File: config.mk
export PLATFORM = sky130hd
export DESIGN_NAME = exec_core
export DESIGN_NICKNAME = d
export VERILOG_FILES = /design/src/hw/exec_pkg.sv /design/src/hw/exec_alu.sv /design/src/hw/wdog_timer.sv /design/src/hw/exec_core.sv
export SDC_FILE = /design/constraint.sdc
export NUM_CORES = 2
export LEC_CHECK = 0
export BUFFER_PORTS_ARGS = -buffer_cell sky130_fd_sc_hd__buf_2
export CELL_PAD_IN_SITES_DETAIL_PLACEMENT = 2
export CELL_PAD_IN_SITES_GLOBAL_PLACEMENT = 2
export CORE_MARGIN = 2
export CORE_UTILIZATION = 45
export DETAILED_ROUTE_END_ITERATION = 6
export PLACE_DENSITY = 0.83
export SLEW_MARGIN = 20
export SYNTH_ARGS = -nofsm -noshare
export SYNTH_HDL_FRONTEND = slang
export SYNTH_HIERARCHICAL = 1
export SYNTH_SLANG_ARGS = --single-unit
File: constraint.sdc
create_clock -name I_CLK_SYS -period 6.6 [get_ports I_CLK_SYS]
set_input_delay 0.66 -clock I_CLK_SYS [delete_from_list [all_inputs] [get_ports I_CLK_SYS]]
set_output_delay 0.66 -clock I_CLK_SYS [all_outputs]
set_load 0.02 [all_outputs]
File: src/hw/exec_pkg.sv
// Constants and types shared by the rotate, subtract and power-down datapath.
`default_nettype none
package exec_pkg;
  // ----------------------------------------------------------------
  // Bus geometry and register offsets
  // ----------------------------------------------------------------
  localparam int ADDR_W = 8;
  localparam logic [7:0] OFS_INSTR = 8'h00;
  localparam logic [7:0] OFS_ACC = 8'h04;
  localparam logic [7:0] OFS_STAT = 8'h08;
  localparam logic [7:0] OFS_FADDR = 8'h0C;
  localparam logic [7:0] OFS_FDATA = 8'h10;
  localparam logic [7:0] OFS_WDOG = 8'h14;
  localparam logic [7:0] OFS_SLEEP = 8'h18;
  localparam logic [1:0] RESP_OKAY = 2'h0;
  localparam logic [1:0] RESP_SLVERR = 2'h2;

  // ----------------------------------------------------------------
  // Instruction word fields
  // ----------------------------------------------------------------
  localparam int OP_LSB = 0;
  localparam int DEST_BIT = 2;
  localparam int LIT_LSB = 8;
  localparam int FIDX_LSB = 16;
  localparam int FIDX_W = 7;
  localparam int FILE_DEPTH = 128;
  localparam logic DEST_ACC = 1'b0;
  localparam logic DEST_FILE = 1'b1;

  // ----------------------------------------------------------------
  // Status bit positions and reset value
  // ----------------------------------------------------------------
  localparam int ST_C = 0;
  localparam int ST_NC = 1;
  localparam int ST_Z = 2;
  localparam int ST_PD = 3;
  localparam int ST_TO = 4;
  localparam int ST_W = 5;
  localparam logic [4:0] STAT_RST = 5'h18;
  localparam int WAKE_BIT = 0;

  // ----------------------------------------------------------------
  // Watchdog geometry
  // ----------------------------------------------------------------
  localparam int WDOG_W = 8;
  localparam int PRESC_W = 8;

  // ----------------------------------------------------------------
  // Operations and run state
  // ----------------------------------------------------------------
  typedef enum logic [1:0] {
    ROTATE_LEFT_CARRY_OP = 2'h0,
    ROTATE_RIGHT_CARRY_OP = 2'h1,
    LITERAL_MINUS_ACC_OP = 2'h2,
    POWERDOWN_OP = 2'h3
  } op_e;
  typedef enum logic {
    RUN_ST = 1'b0,
    SLEEP_ST = 1'b1
  } run_e;
endpackage
`default_nettype wire

File: src/hw/exec_alu.sv
// Combinational result and flag logic for rotate and subtract operations.
`timescale 1ns/1ps
`default_nettype none
module exec_alu (
  input wire exec_pkg::op_e i_op,
  input wire logic i_carry,
  input wire logic [7:0] i_fval,
  input wire logic [7:0] i_acc,
  input wire logic [7:0] i_lit,
  output logic [7:0] o_res,
  output logic o_carry,
  output logic o_nibble_carry,
  output logic o_zero
);
  // ----------------------------------------------------------------
  // Datapath
  // ----------------------------------------------------------------
  logic [8:0] diff;
  logic [4:0] ndiff;
  logic is_sub;
  logic is_rl;

  // Nine-bit and five-bit differences expose the borrow out of bit 7 and bit 3.
  assign diff = {1'b0, i_lit} - {1'b0, i_acc};
  assign ndiff = {1'b0, i_lit[3:0]} - {1'b0, i_acc[3:0]};
  assign is_sub = (i_op == exec_pkg::LITERAL_MINUS_ACC_OP);
  assign is_rl = (i_op == exec_pkg::ROTATE_LEFT_CARRY_OP);

  // Carry flags mean no borrow; rotates pass the shifted-out bit.
  assign o_res = is_sub ? diff[7:0] :
                 is_rl ? {i_fval[6:0], i_carry} : {i_carry, i_fval[7:1]};
  assign o_carry = is_sub ? ~diff[8] : (is_rl ? i_fval[7] : i_fval[0]);
  assign o_nibble_carry = ~ndiff[4];
  assign o_zero = (diff[7:0] == 8'h00);
endmodule // exec_alu
`default_nettype wire

File: src/hw/wdog_timer.sv
// Watchdog counter with its prescaler and a clear input.
`timescale 1ns/1ps
`default_nettype none
module wdog_timer #(
  parameter int CNT_W = exec_pkg::WDOG_W,
  parameter int PRE_W = exec_pkg::PRESC_W
) (
  input wire logic i_clk,
  input wire logic i_srst,
  input wire logic i_clear,
  output logic [CNT_W-1:0] o_count,
  output logic [PRE_W-1:0] o_presc,
  output logic o_ovf
);
  // ----------------------------------------------------------------
  // Counters
  // ----------------------------------------------------------------
  logic [PRE_W-1:0] presc_q;
  logic [CNT_W-1:0] count_q;
  logic ovf_q;
  logic tick;

  // The prescaler rolls over into one counter step.
  assign tick = &presc_q;

  // Clear forces both stages to zero and masks the overflow.
  always_ff @(posedge i_clk) begin
    if (i_srst || i_clear) begin
      presc_q <= '0;
      count_q <= '0;
      ovf_q <= 1'b0;
    end else begin
      presc_q <= presc_q + 1'b1;
      count_q <= tick ? count_q + 1'b1 : count_q;
      ovf_q <= tick && (&count_q);
    end
  end

  assign o_count = count_q;
  assign o_presc = presc_q;
  assign o_ovf = ovf_q;
endmodule // wdog_timer
`default_nettype wire

File: src/hw/exec_core.sv
// AXI4-Lite register front end and execution unit for four core operations.
//
// Contract
// - Rotate left through carry, only carry changes.
// - Rotate left: dest 0 acc, 1 file.
// - Rotate right through carry, only carry changes.
// - Rotate right: dest 0 acc, 1 file.
// - Power-down clears watchdog counter and prescaler.
// - Power-down: powerdown flag 0, timeout flag 1.
// - Power-down halts oscillator and stops execution.
// - Literal minus acc into acc, carry flags.
`timescale 1ns/1ps
`default_nettype none
module exec_core #(
  parameter int DEPTH = exec_pkg::FILE_DEPTH
) (
  input wire logic I_CLK_SYS,
  input wire logic I_SRST,
  input wire logic [7:0] I_AXI_AWADDR,
  input wire logic I_AXI_AWVALID,
  output logic O_AXI_AWREADY,
  input wire logic [31:0] I_AXI_WDATA,
  input wire logic [3:0] I_AXI_WSTRB,
  input wire logic I_AXI_WVALID,
  output logic O_AXI_WREADY,
  output logic [1:0] O_AXI_BRESP,
  output logic O_AXI_BVALID,
  input wire logic I_AXI_BREADY,
  input wire logic [7:0] I_AXI_ARADDR,
  input wire logic I_AXI_ARVALID,
  output logic O_AXI_ARREADY,
  output logic [31:0] O_AXI_RDATA,
  output logic [1:0] O_AXI_RRESP,
  output logic O_AXI_RVALID,
  input wire logic I_AXI_RREADY,
  output logic O_OSC_HALT
);
  // ----------------------------------------------------------------
  // Helpers
  // ----------------------------------------------------------------
  // Merges write data into an old word under the byte strobes.
  function automatic logic [31:0] merge(input logic [31:0] old,
                                        input logic [31:0] nw,
                                        input logic [3:0] strb);
    logic [31:0] r;
    r = old;
    for (int b = 0; b < 4; b++) begin
      if (strb[b]) begin
        r[8*b +: 8] = nw[8*b +: 8];
      end
    end
    return r;
  endfunction

  // ----------------------------------------------------------------
  // Storage
  // ----------------------------------------------------------------
  logic aw_rdy_q, w_rdy_q, ar_rdy_q;
  logic aw_full_q, w_full_q;
  logic [7:0] aw_addr_q;
  logic [31:0] w_data_q;
  logic [3:0] w_strb_q;
  logic bvalid_q, rvalid_q;
  logic [1:0] bresp_q, rresp_q;
  logic [31:0] rdata_q;
  logic [7:0] acc_q;
  logic [exec_pkg::ST_W-1:0] stat_q;
  logic [exec_pkg::FIDX_W-1:0] faddr_q;
  logic [7:0] file_q [DEPTH];
  exec_pkg::run_e run_q;
  logic halt_q;

  // ----------------------------------------------------------------
  // Write decode
  // ----------------------------------------------------------------
  logic wr_fire, wr_map;
  logic hit_instr, hit_acc, hit_stat, hit_faddr, hit_fdata, hit_sleep;
  logic [31:0] wword;
  // A write completes once address and data are both held.
  assign wr_fire = aw_full_q && w_full_q && !bvalid_q;
  assign wword = merge(32'h0000_0000, w_data_q, w_strb_q);
  assign hit_instr = (aw_addr_q == exec_pkg::OFS_INSTR);
  assign hit_acc = (aw_addr_q == exec_pkg::OFS_ACC);
  assign hit_stat = (aw_addr_q == exec_pkg::OFS_STAT);
  assign hit_faddr = (aw_addr_q == exec_pkg::OFS_FADDR);
  assign hit_fdata = (aw_addr_q == exec_pkg::OFS_FDATA);
  assign hit_sleep = (aw_addr_q == exec_pkg::OFS_SLEEP);
  assign wr_map = hit_instr || hit_acc || hit_stat || hit_faddr ||
                  hit_fdata || hit_sleep || (aw_addr_q == exec_pkg::OFS_WDOG);

  // ----------------------------------------------------------------
  // Instruction fields and issue
  // ----------------------------------------------------------------
  exec_pkg::op_e op;
  logic dest, issue;
  logic [7:0] lit, fval, res;
  logic [exec_pkg::FIDX_W-1:0] fidx;
  logic alu_c, alu_nc, alu_z;
  // Instructions written while asleep are dropped.
  assign issue = wr_fire && hit_instr && (run_q == exec_pkg::RUN_ST);
  assign op = exec_pkg::op_e'(wword[exec_pkg::OP_LSB +: 2]);
  assign dest = wword[exec_pkg::DEST_BIT];
  assign lit = wword[exec_pkg::LIT_LSB +: 8];
  assign fidx = wword[exec_pkg::FIDX_LSB +: exec_pkg::FIDX_W];
  assign fval = file_q[fidx];

  exec_alu u_alu (
    .i_op(op),
    .i_carry(stat_q[exec_pkg::ST_C]),
    .i_fval(fval),
    .i_acc(acc_q),
    .i_lit(lit),
    .o_res(res),
    .o_carry(alu_c),
    .o_nibble_carry(alu_nc),
    .o_zero(alu_z)
  );

  // Operation class wires used by the state updates.
  logic is_rot, is_sub, is_pd, to_acc, to_file;
  assign is_rot = issue && (op == exec_pkg::ROTATE_LEFT_CARRY_OP ||
                            op == exec_pkg::ROTATE_RIGHT_CARRY_OP);
  assign is_sub = issue && (op == exec_pkg::LITERAL_MINUS_ACC_OP);
  assign is_pd = issue && (op == exec_pkg::POWERDOWN_OP);
  assign to_acc = is_sub || (is_rot && dest == exec_pkg::DEST_ACC);
  assign to_file = is_rot && dest == exec_pkg::DEST_FILE;

  // ----------------------------------------------------------------
  // Watchdog
  // ----------------------------------------------------------------
  logic [exec_pkg::WDOG_W-1:0] wd_count;
  logic [exec_pkg::PRESC_W-1:0] wd_presc;
  logic wd_ovf;
  wdog_timer u_wdog (
    .i_clk(I_CLK_SYS),
    .i_srst(I_SRST),
    .i_clear(is_pd),
    .o_count(wd_count),
    .o_presc(wd_presc),
    .o_ovf(wd_ovf)
  );

  // ----------------------------------------------------------------
  // Next state of accumulator, status and run state
  // ----------------------------------------------------------------
  logic [7:0] acc_d;
  logic [exec_pkg::ST_W-1:0] stat_d;
  logic [exec_pkg::ST_W-1:0] stat_sw;
  logic wake;
  logic [31:0] acc_wr;
  // Unstrobed accumulator bytes keep their old value.
  assign acc_wr = merge({24'h00_0000, acc_q}, w_data_q, w_strb_q);
  assign acc_d = to_acc ? res : (wr_fire && hit_acc) ? acc_wr[7:0] : acc_q;
  assign stat_sw = (wr_fire && hit_stat) ? wword[exec_pkg::ST_W-1:0] : stat_q;
  assign wake = (wr_fire && hit_sleep && wword[exec_pkg::WAKE_BIT]) || wd_ovf;

  // Flag updates; an overflow beats a software write, power-down beats both.
  always_comb begin
    stat_d = stat_sw;
    if (wd_ovf) begin
      stat_d[exec_pkg::ST_TO] = 1'b0;
    end
    if (is_rot) begin
      stat_d[exec_pkg::ST_C] = alu_c;
    end
    if (is_sub) begin
      stat_d[exec_pkg::ST_C] = alu_c;
      stat_d[exec_pkg::ST_NC] = alu_nc;
      stat_d[exec_pkg::ST_Z] = alu_z;
    end
    if (is_pd) begin
      stat_d[exec_pkg::ST_PD] = 1'b0;
      stat_d[exec_pkg::ST_TO] = 1'b1;
    end
  end

  // Architectural registers update in the issue cycle.
  always_ff @(posedge I_CLK_SYS) begin
    if (I_SRST) begin
      acc_q <= 8'h00;
      stat_q <= exec_pkg::STAT_RST;
      faddr_q <= '0;
    end else begin
      acc_q <= acc_d;
      stat_q <= stat_d;
      if (wr_fire && hit_faddr) begin
        faddr_q <= wword[exec_pkg::FIDX_W-1:0];
      end
    end
  end

  // File registers take rotate results or software writes.
  always_ff @(posedge I_CLK_SYS) begin
    if (I_SRST) begin
      for (int i = 0; i < DEPTH; i++) begin
        file_q[i] <= 8'h00;
      end
    end else if (to_file) begin
      file_q[fidx] <= res;
    end else if (wr_fire && hit_fdata) begin
      file_q[faddr_q] <= wword[7:0];
    end
  end

  // Power-down stops the oscillator until a wake event.
  always_ff @(posedge I_CLK_SYS) begin
    if (I_SRST) begin
      run_q <= exec_pkg::RUN_ST;
      halt_q <= 1'b0;
    end else if (is_pd) begin
      run_q <= exec_pkg::SLEEP_ST;
      halt_q <= 1'b1;
    end else if (wake) begin
      run_q <= exec_pkg::RUN_ST;
      halt_q <= 1'b0;
    end
  end
  assign O_OSC_HALT = halt_q;

  // ----------------------------------------------------------------
  // AXI4-Lite write channels
  // ----------------------------------------------------------------
  // Address and data are latched independently, then answered together.
  always_ff @(posedge I_CLK_SYS) begin
    if (I_SRST) begin
      aw_rdy_q <= 1'b1;
      w_rdy_q <= 1'b1;
      aw_full_q <= 1'b0;
      w_full_q <= 1'b0;
      aw_addr_q <= 8'h00;
      w_data_q <= 32'h0000_0000;
      w_strb_q <= 4'h0;
      bvalid_q <= 1'b0;
      bresp_q <= exec_pkg::RESP_OKAY;
    end else begin
      if (I_AXI_AWVALID && aw_rdy_q) begin
        aw_rdy_q <= 1'b0;
        aw_full_q <= 1'b1;
        aw_addr_q <= {I_AXI_AWADDR[7:2], 2'h0};
      end
      if (I_AXI_WVALID && w_rdy_q) begin
        w_rdy_q <= 1'b0;
        w_full_q <= 1'b1;
        w_data_q <= I_AXI_WDATA;
        w_strb_q <= I_AXI_WSTRB;
      end
      if (wr_fire) begin
        bvalid_q <= 1'b1;
        bresp_q <= wr_map ? exec_pkg::RESP_OKAY : exec_pkg::RESP_SLVERR;
        aw_full_q <= 1'b0;
        w_full_q <= 1'b0;
      end
      if (bvalid_q && I_AXI_BREADY) begin
        bvalid_q <= 1'b0;
        aw_rdy_q <= 1'b1;
        w_rdy_q <= 1'b1;
      end
    end
  end
  assign O_AXI_AWREADY = aw_rdy_q;
  assign O_AXI_WREADY = w_rdy_q;
  assign O_AXI_BVALID = bvalid_q;
  assign O_AXI_BRESP = bresp_q;

  // ----------------------------------------------------------------
  // AXI4-Lite read channels
  // ----------------------------------------------------------------
  logic [7:0] ra;
  logic [31:0] rd_word;
  logic rd_map;
  assign ra = {I_AXI_ARADDR[7:2], 2'h0};
  assign rd_map = (ra <= exec_pkg::OFS_SLEEP);
  // Read selection; the watchdog word shows counter and prescaler.
  assign rd_word =
    (ra == exec_pkg::OFS_ACC) ? {24'h00_0000, acc_q} :
    (ra == exec_pkg::OFS_STAT) ? {27'h000_0000, stat_q} :
    (ra == exec_pkg::OFS_FADDR) ? {25'h000_0000, faddr_q} :
    (ra == exec_pkg::OFS_FDATA) ? {24'h00_0000, file_q[faddr_q]} :
    (ra == exec_pkg::OFS_WDOG) ? {16'h0000, wd_presc, wd_count} :
    (ra == exec_pkg::OFS_SLEEP) ? {31'h0000_0000, run_q == exec_pkg::SLEEP_ST} :
    32'h0000_0000;

  // One read in flight; data is captured at the address handshake.
  always_ff @(posedge I_CLK_SYS) begin
    if (I_SRST) begin
      ar_rdy_q <= 1'b1;
      rvalid_q <= 1'b0;
      rdata_q <= 32'h0000_0000;
      rresp_q <= exec_pkg::RESP_OKAY;
    end else if (I_AXI_ARVALID && ar_rdy_q) begin
      ar_rdy_q <= 1'b0;
      rvalid_q <= 1'b1;
      rdata_q <= rd_word;
      rresp_q <= rd_map ? exec_pkg::RESP_OKAY : exec_pkg::RESP_SLVERR;
    end else if (rvalid_q && I_AXI_RREADY) begin
      rvalid_q <= 1'b0;
      ar_rdy_q <= 1'b1;
    end
  end
  assign O_AXI_ARREADY = ar_rdy_q;
  assign O_AXI_RVALID = rvalid_q;
  assign O_AXI_RDATA = rdata_q;
  assign O_AXI_RRESP = rresp_q;

  // ----------------------------------------------------------------
  // Checks
  // ----------------------------------------------------------------
  logic rl, rr;
  assign rl = issue && op == exec_pkg::ROTATE_LEFT_CARRY_OP;
  assign rr = issue && op == exec_pkg::ROTATE_RIGHT_CARRY_OP;

  property p_rl_flags;
    @(posedge I_CLK_SYS) disable iff (I_SRST)
    rl && !wd_ovf |=> stat_q[exec_pkg::ST_C] == $past(fval[7]) &&
      stat_q[exec_pkg::ST_Z:exec_pkg::ST_NC] == $past(stat_q[2:1]);
  endproperty
  a_rl_flags: assert property (p_rl_flags) else $error("rotate left carry wrong");

  property p_rl_acc;
    @(posedge I_CLK_SYS) disable iff (I_SRST)
    rl && !dest |=> acc_q == {$past(fval[6:0]), $past(stat_q[0])} &&
      file_q[$past(fidx)] == $past(fval);
  endproperty
  a_rl_acc: assert property (p_rl_acc) else $error("rotate left to acc wrong");

  property p_rr_flags;
    @(posedge I_CLK_SYS) disable iff (I_SRST)
    rr && !wd_ovf |=> stat_q[exec_pkg::ST_C] == $past(fval[0]) &&
      $stable(stat_q[exec_pkg::ST_Z:exec_pkg::ST_NC]);
  endproperty
  a_rr_flags: assert property (p_rr_flags) else $error("rotate right carry wrong");

  property p_rr_file;
    @(posedge I_CLK_SYS) disable iff (I_SRST)
    rr && dest |=> file_q[$past(fidx)] == {$past(stat_q[0]), $past(fval[7:1])} &&
      $stable(acc_q);
  endproperty
  a_rr_file: assert property (p_rr_file) else $error("rotate right to file wrong");

  property p_pd_wdog;
    @(posedge I_CLK_SYS) disable iff (I_SRST)
    is_pd |=> wd_count == '0 && wd_presc == '0 ##1 wd_presc == 8'h01;
  endproperty
  a_pd_wdog: assert property (p_pd_wdog) else $error("watchdog not cleared");

  property p_pd_flags;
    @(posedge I_CLK_SYS) disable iff (I_SRST)
    is_pd |=> !stat_q[exec_pkg::ST_PD] && stat_q[exec_pkg::ST_TO] &&
      stat_q[exec_pkg::ST_Z:exec_pkg::ST_C] == $past(stat_q[2:0]);
  endproperty
  a_pd_flags: assert property (p_pd_flags) else $error("power-down flags wrong");

  property p_pd_halt;
    @(posedge I_CLK_SYS) disable iff (I_SRST)
    is_pd |=> O_OSC_HALT && run_q == exec_pkg::SLEEP_ST && !issue;
  endproperty
  a_pd_halt: assert property (p_pd_halt) else $error("oscillator not halted");

  property p_sub;
    @(posedge I_CLK_SYS) disable iff (I_SRST)
    is_sub && !wd_ovf |=> acc_q == 8'($past(lit) - $past(acc_q)) &&
      stat_q[exec_pkg::ST_C] == ($past(lit) >= $past(acc_q)) &&
      stat_q[exec_pkg::ST_NC] == ($past(lit[3:0]) >= $past(acc_q[3:0]));
  endproperty
  a_sub: assert property (p_sub) else $error("subtract result or carry wrong");

  property p_sub_zero;
    @(posedge I_CLK_SYS) disable iff (I_SRST)
    is_sub |=> stat_q[exec_pkg::ST_Z] == (acc_q == 8'h00);
  endproperty
  a_sub_zero: assert property (p_sub_zero) else $error("zero flag wrong");
endmodule // exec_core
`default_nettype wire

==> impl_metrics.env <==
export IMPL_outcome="complete, but fails checks"
export IMPL_violations="DRC"
export IMPL_path_clk_slew_ns=0.06
export IMPL_placed_cells=6665
export IMPL_fp_row_count=134
export IMPL_cts_setup_buffers=0
export IMPL_fmax_mhz=167
export IMPL_antenna_left=0
export IMPL_tightest_slew_ns=1.32
export IMPL_nets=5106
export IMPL_hold_violations=0
export IMPL_syn_avg_cell_area_um2=11.8
export IMPL_grt_antenna_before_repair=33
export IMPL_ys_seq_area_share_pct=54.2
export IMPL_synth_simple_gate_area_share_pct=12.7
export IMPL_synth_compound_area_share_pct=10.8
export IMPL_r2r_cells=13
export IMPL_coreArea_um2=133000
export IMPL_tns_ns=0
export IMPL_ctsResizeCount=0
export IMPL_cp_required_ns=7.11
export IMPL_leakagePower_nw=22.7
export IMPL_synth_edff_count=1024
export IMPL_ys_ff_latch=1126
export IMPL_synth_cells=5118
export IMPL_grt_max_degree=109
export IMPL_final_common_cell="nor2_1"
export IMPL_critPathMaxFanout=25
export IMPL_critPathArrivalTime_ns=6.51
export IMPL_root_buffer="clkbuf_16"
export IMPL_grt_overflow_total=0
export IMPL_whs_path_depth=2
export IMPL_port_buffers=68
export IMPL_cp_start_kind="flip-flop"
export IMPL_synth_top_area_share_pct=50.8
export IMPL_numClockSinks=1126
export IMPL_area_growth_pct=11.1
export IMPL_drcViolationCount=4
export IMPL_numCtsBuffers=135
export IMPL_synth_top_family_by_area="multiplexers"
export IMPL_gp_congestion=0.965
export IMPL_die_height_um=371
export IMPL_drive_gt1_share_pct=16.0
export IMPL_maxCapViolations=0
export IMPL_synthMuxAreaShare_pct=18.3
export IMPL_track_usage_pct=43.1
export IMPL_skew_ns=0.0434
export IMPL_ys_flop_type="edfxtp_1"
export IMPL_min_period_ns=6.00
export IMPL_synth_top_cell_by_area="edfxtp_1"
export IMPL_vias=51500
export IMPL_peakVddDrop_uv=216
export IMPL_wl_mm=299
export IMPL_synthArstFlopShare_pct=0
export IMPL_clock_tree_buffer_depth=3
export IMPL_fp_dieArea_um2=137000
export IMPL_grt_pass1_wl_mm=415
export IMPL_synth_xor_area_share_pct=0.145
export IMPL_synthAdderAreaFrac_pct=0.240
export IMPL_htree_num_levels=4
export IMPL_endpoint_kind="flip-flop"
export IMPL_die_w_um=371
export IMPL_routedWlPerCell_um=43.1
export IMPL_grt_pass1_vias=53000
export IMPL_final_cells=6929
export IMPL_avgViaCountPerCell=7.44
export IMPL_drt_pass1_iter_count=7
export IMPL_report_final_slew_viol_count=0
export IMPL_clock_latency_ns=0.83
export IMPL_layout_common_cells="nor2_1 (1,129), edfxtp_1 (1,024), nand2_1 (470), mux2i_1 (349), mux4_2 (326)"
export IMPL_hpwl_mm=186
export IMPL_first_iter_violations=8138
export IMPL_start_util_pct=45.3
export IMPL_finalSetupViolations=0
export IMPL_slew_headroom_pct=11.7
export IMPL_ys_types=84
export IMPL_netlist_area_um2=60500
export IMPL_post_route_period_util_pct=90.9
export IMPL_ys_warn_count=6
export IMPL_grt_setup_unrepaired="no"
export IMPL_cts_tree="yes"
export IMPL_fillCellCount=12800
export IMPL_min_path_type="in2reg"
export IMPL_synth_area_top_cells="edfxtp_1 (51%), mux4_2 (12%), nor2_1 (7.0%)"
export IMPL_p_per_area_nw_per_um2=253
export IMPL_path_class="reg2reg"
export IMPL_cts_hold_buf=0
export IMPL_ios=101
==> power by group <==
group          switching, mW  total [mW]  internal (mW)
sequential             0.202        8.20           8.00
combinational          0.915        1.26          0.347
clock                   3.25        7.53           4.28
==> worst paths after layout <==
check | start | endpoint | slack [ns]
max | w_strb_q[2] | file_q[9][3] | 0.60
min reg2reg | w_data_q[8] | w_data_q[8] | 0.45
min | I_AXI_WVALID | O_AXI_WREADY | 0.07
max reg2reg | w_strb_q[2] | file_q[9][3] | 0.60
==> kinds of logic after synthesis <==
kind of cell,after synthesis
other,1
adders and majority gates,11
and+or+nand+nor,1867
DFF,1126
muxes,695
xor gates and xnor gates,10
buffers and inverters,489
AOI/OAI and AO/OA,919
==> through the flow <==
step / cell area, µm² / power, mW / util, % / hold slack, ns / setup slack [ns]
floorplan: 60600 / 8.88 / - / 0.424 / 3.05
global placement: 62800 / 9.41 / 47.1 / 0.439 / 1.12
detailed placement: 62800 / 9.50 / 47.1 / 0.448 / 0.936
CTS: 67100 / 16.9 / 50.3 / 0.0498 / 0.705
global route: 67200 / 17.2 / 50.3 / 0.0690 / 0.689
finish: 67200 / 17.0 / 50.4 / 0.0692 / 0.600
==> worst max-delay path, stage by stage, from the launching register on <==
cell and delay, ns:
dfxtp_4 0.53, and2_4 0.79, buf_12 0.35, mux4_2 0.54
nand2_1 0.18, a21oi_1 0.13, nor4_1 0.88, o2111ai_1 0.59
nand2_1 0.20, o21ai_0 0.25, mux2_2 0.37, buf_4 0.34
nand2_1 0.37, nor2_1 0.10
==> flip-flops by register name, indices dropped and copies added, names as in the netlist, 3 cells and up, named ones only <==
register	count
O_AXI_RDATA	16
acc_q	8
aw_addr_q	6
faddr_q	7
file_q	1024
stat_q	5
u_wdog/o_count	8
u_wdog/o_presc	8
w_data_q	23
w_strb_q	3
==> Yosys cell counts (all sizes together) (5+ instances only) <==
cell type / number
o2111ai: 52
a211o: 5
a221oi: 52
and2: 28
ha: 10
nand2b: 42
nor2b: 11
o32ai: 6
o22ai: 46
a2111oi: 14
a21oi: 131
nand2: 478
nand4: 6
inv: 22
a21o: 235
nand3: 61
mux4: 326
nand3b: 9
o41ai: 8
o221ai: 31
or3: 13
nor2: 1133
a211oi: 14
mux2: 17
nor4: 22
o21ai: 185
clkbuf: 247
o311ai: 6
a221o: 92
mux2i: 352
or4: 7
nor3: 33
edfxtp: 1024
xor2: 7
buf: 219
a22oi: 7
dfxtp: 102
a31oi: 10
==> per-layer routing <==
metal / share of wire (%) / vias to the layer above / global-route usage (%)
met5: 0.11 / - / 1.05
met4: 8.9 / 38 / 31.6
met3: 14 / 1431 / 16.2
met2: 44 / 4694 / 63.6
met1: 33 / 26300 / 51.4
li1: - / 19100 / -
==> area by class of cell <==
class	count	area (µm²)	area share [%]
Timing Repair Buffer	230	1970	2.94
Tap cell	1768	2210	3.29
Sequential cell	1126	32800	48.8
Clock buffer	180	3720	5.54
Antenna cell	18	45.0	0.0670
Clock inverter	64	543	0.808
Inverter	23	90.1	0.134
Multi-Input combinational cell	3520	25800	38.4
No activity file was read; power rests on OpenSTA's default activity.
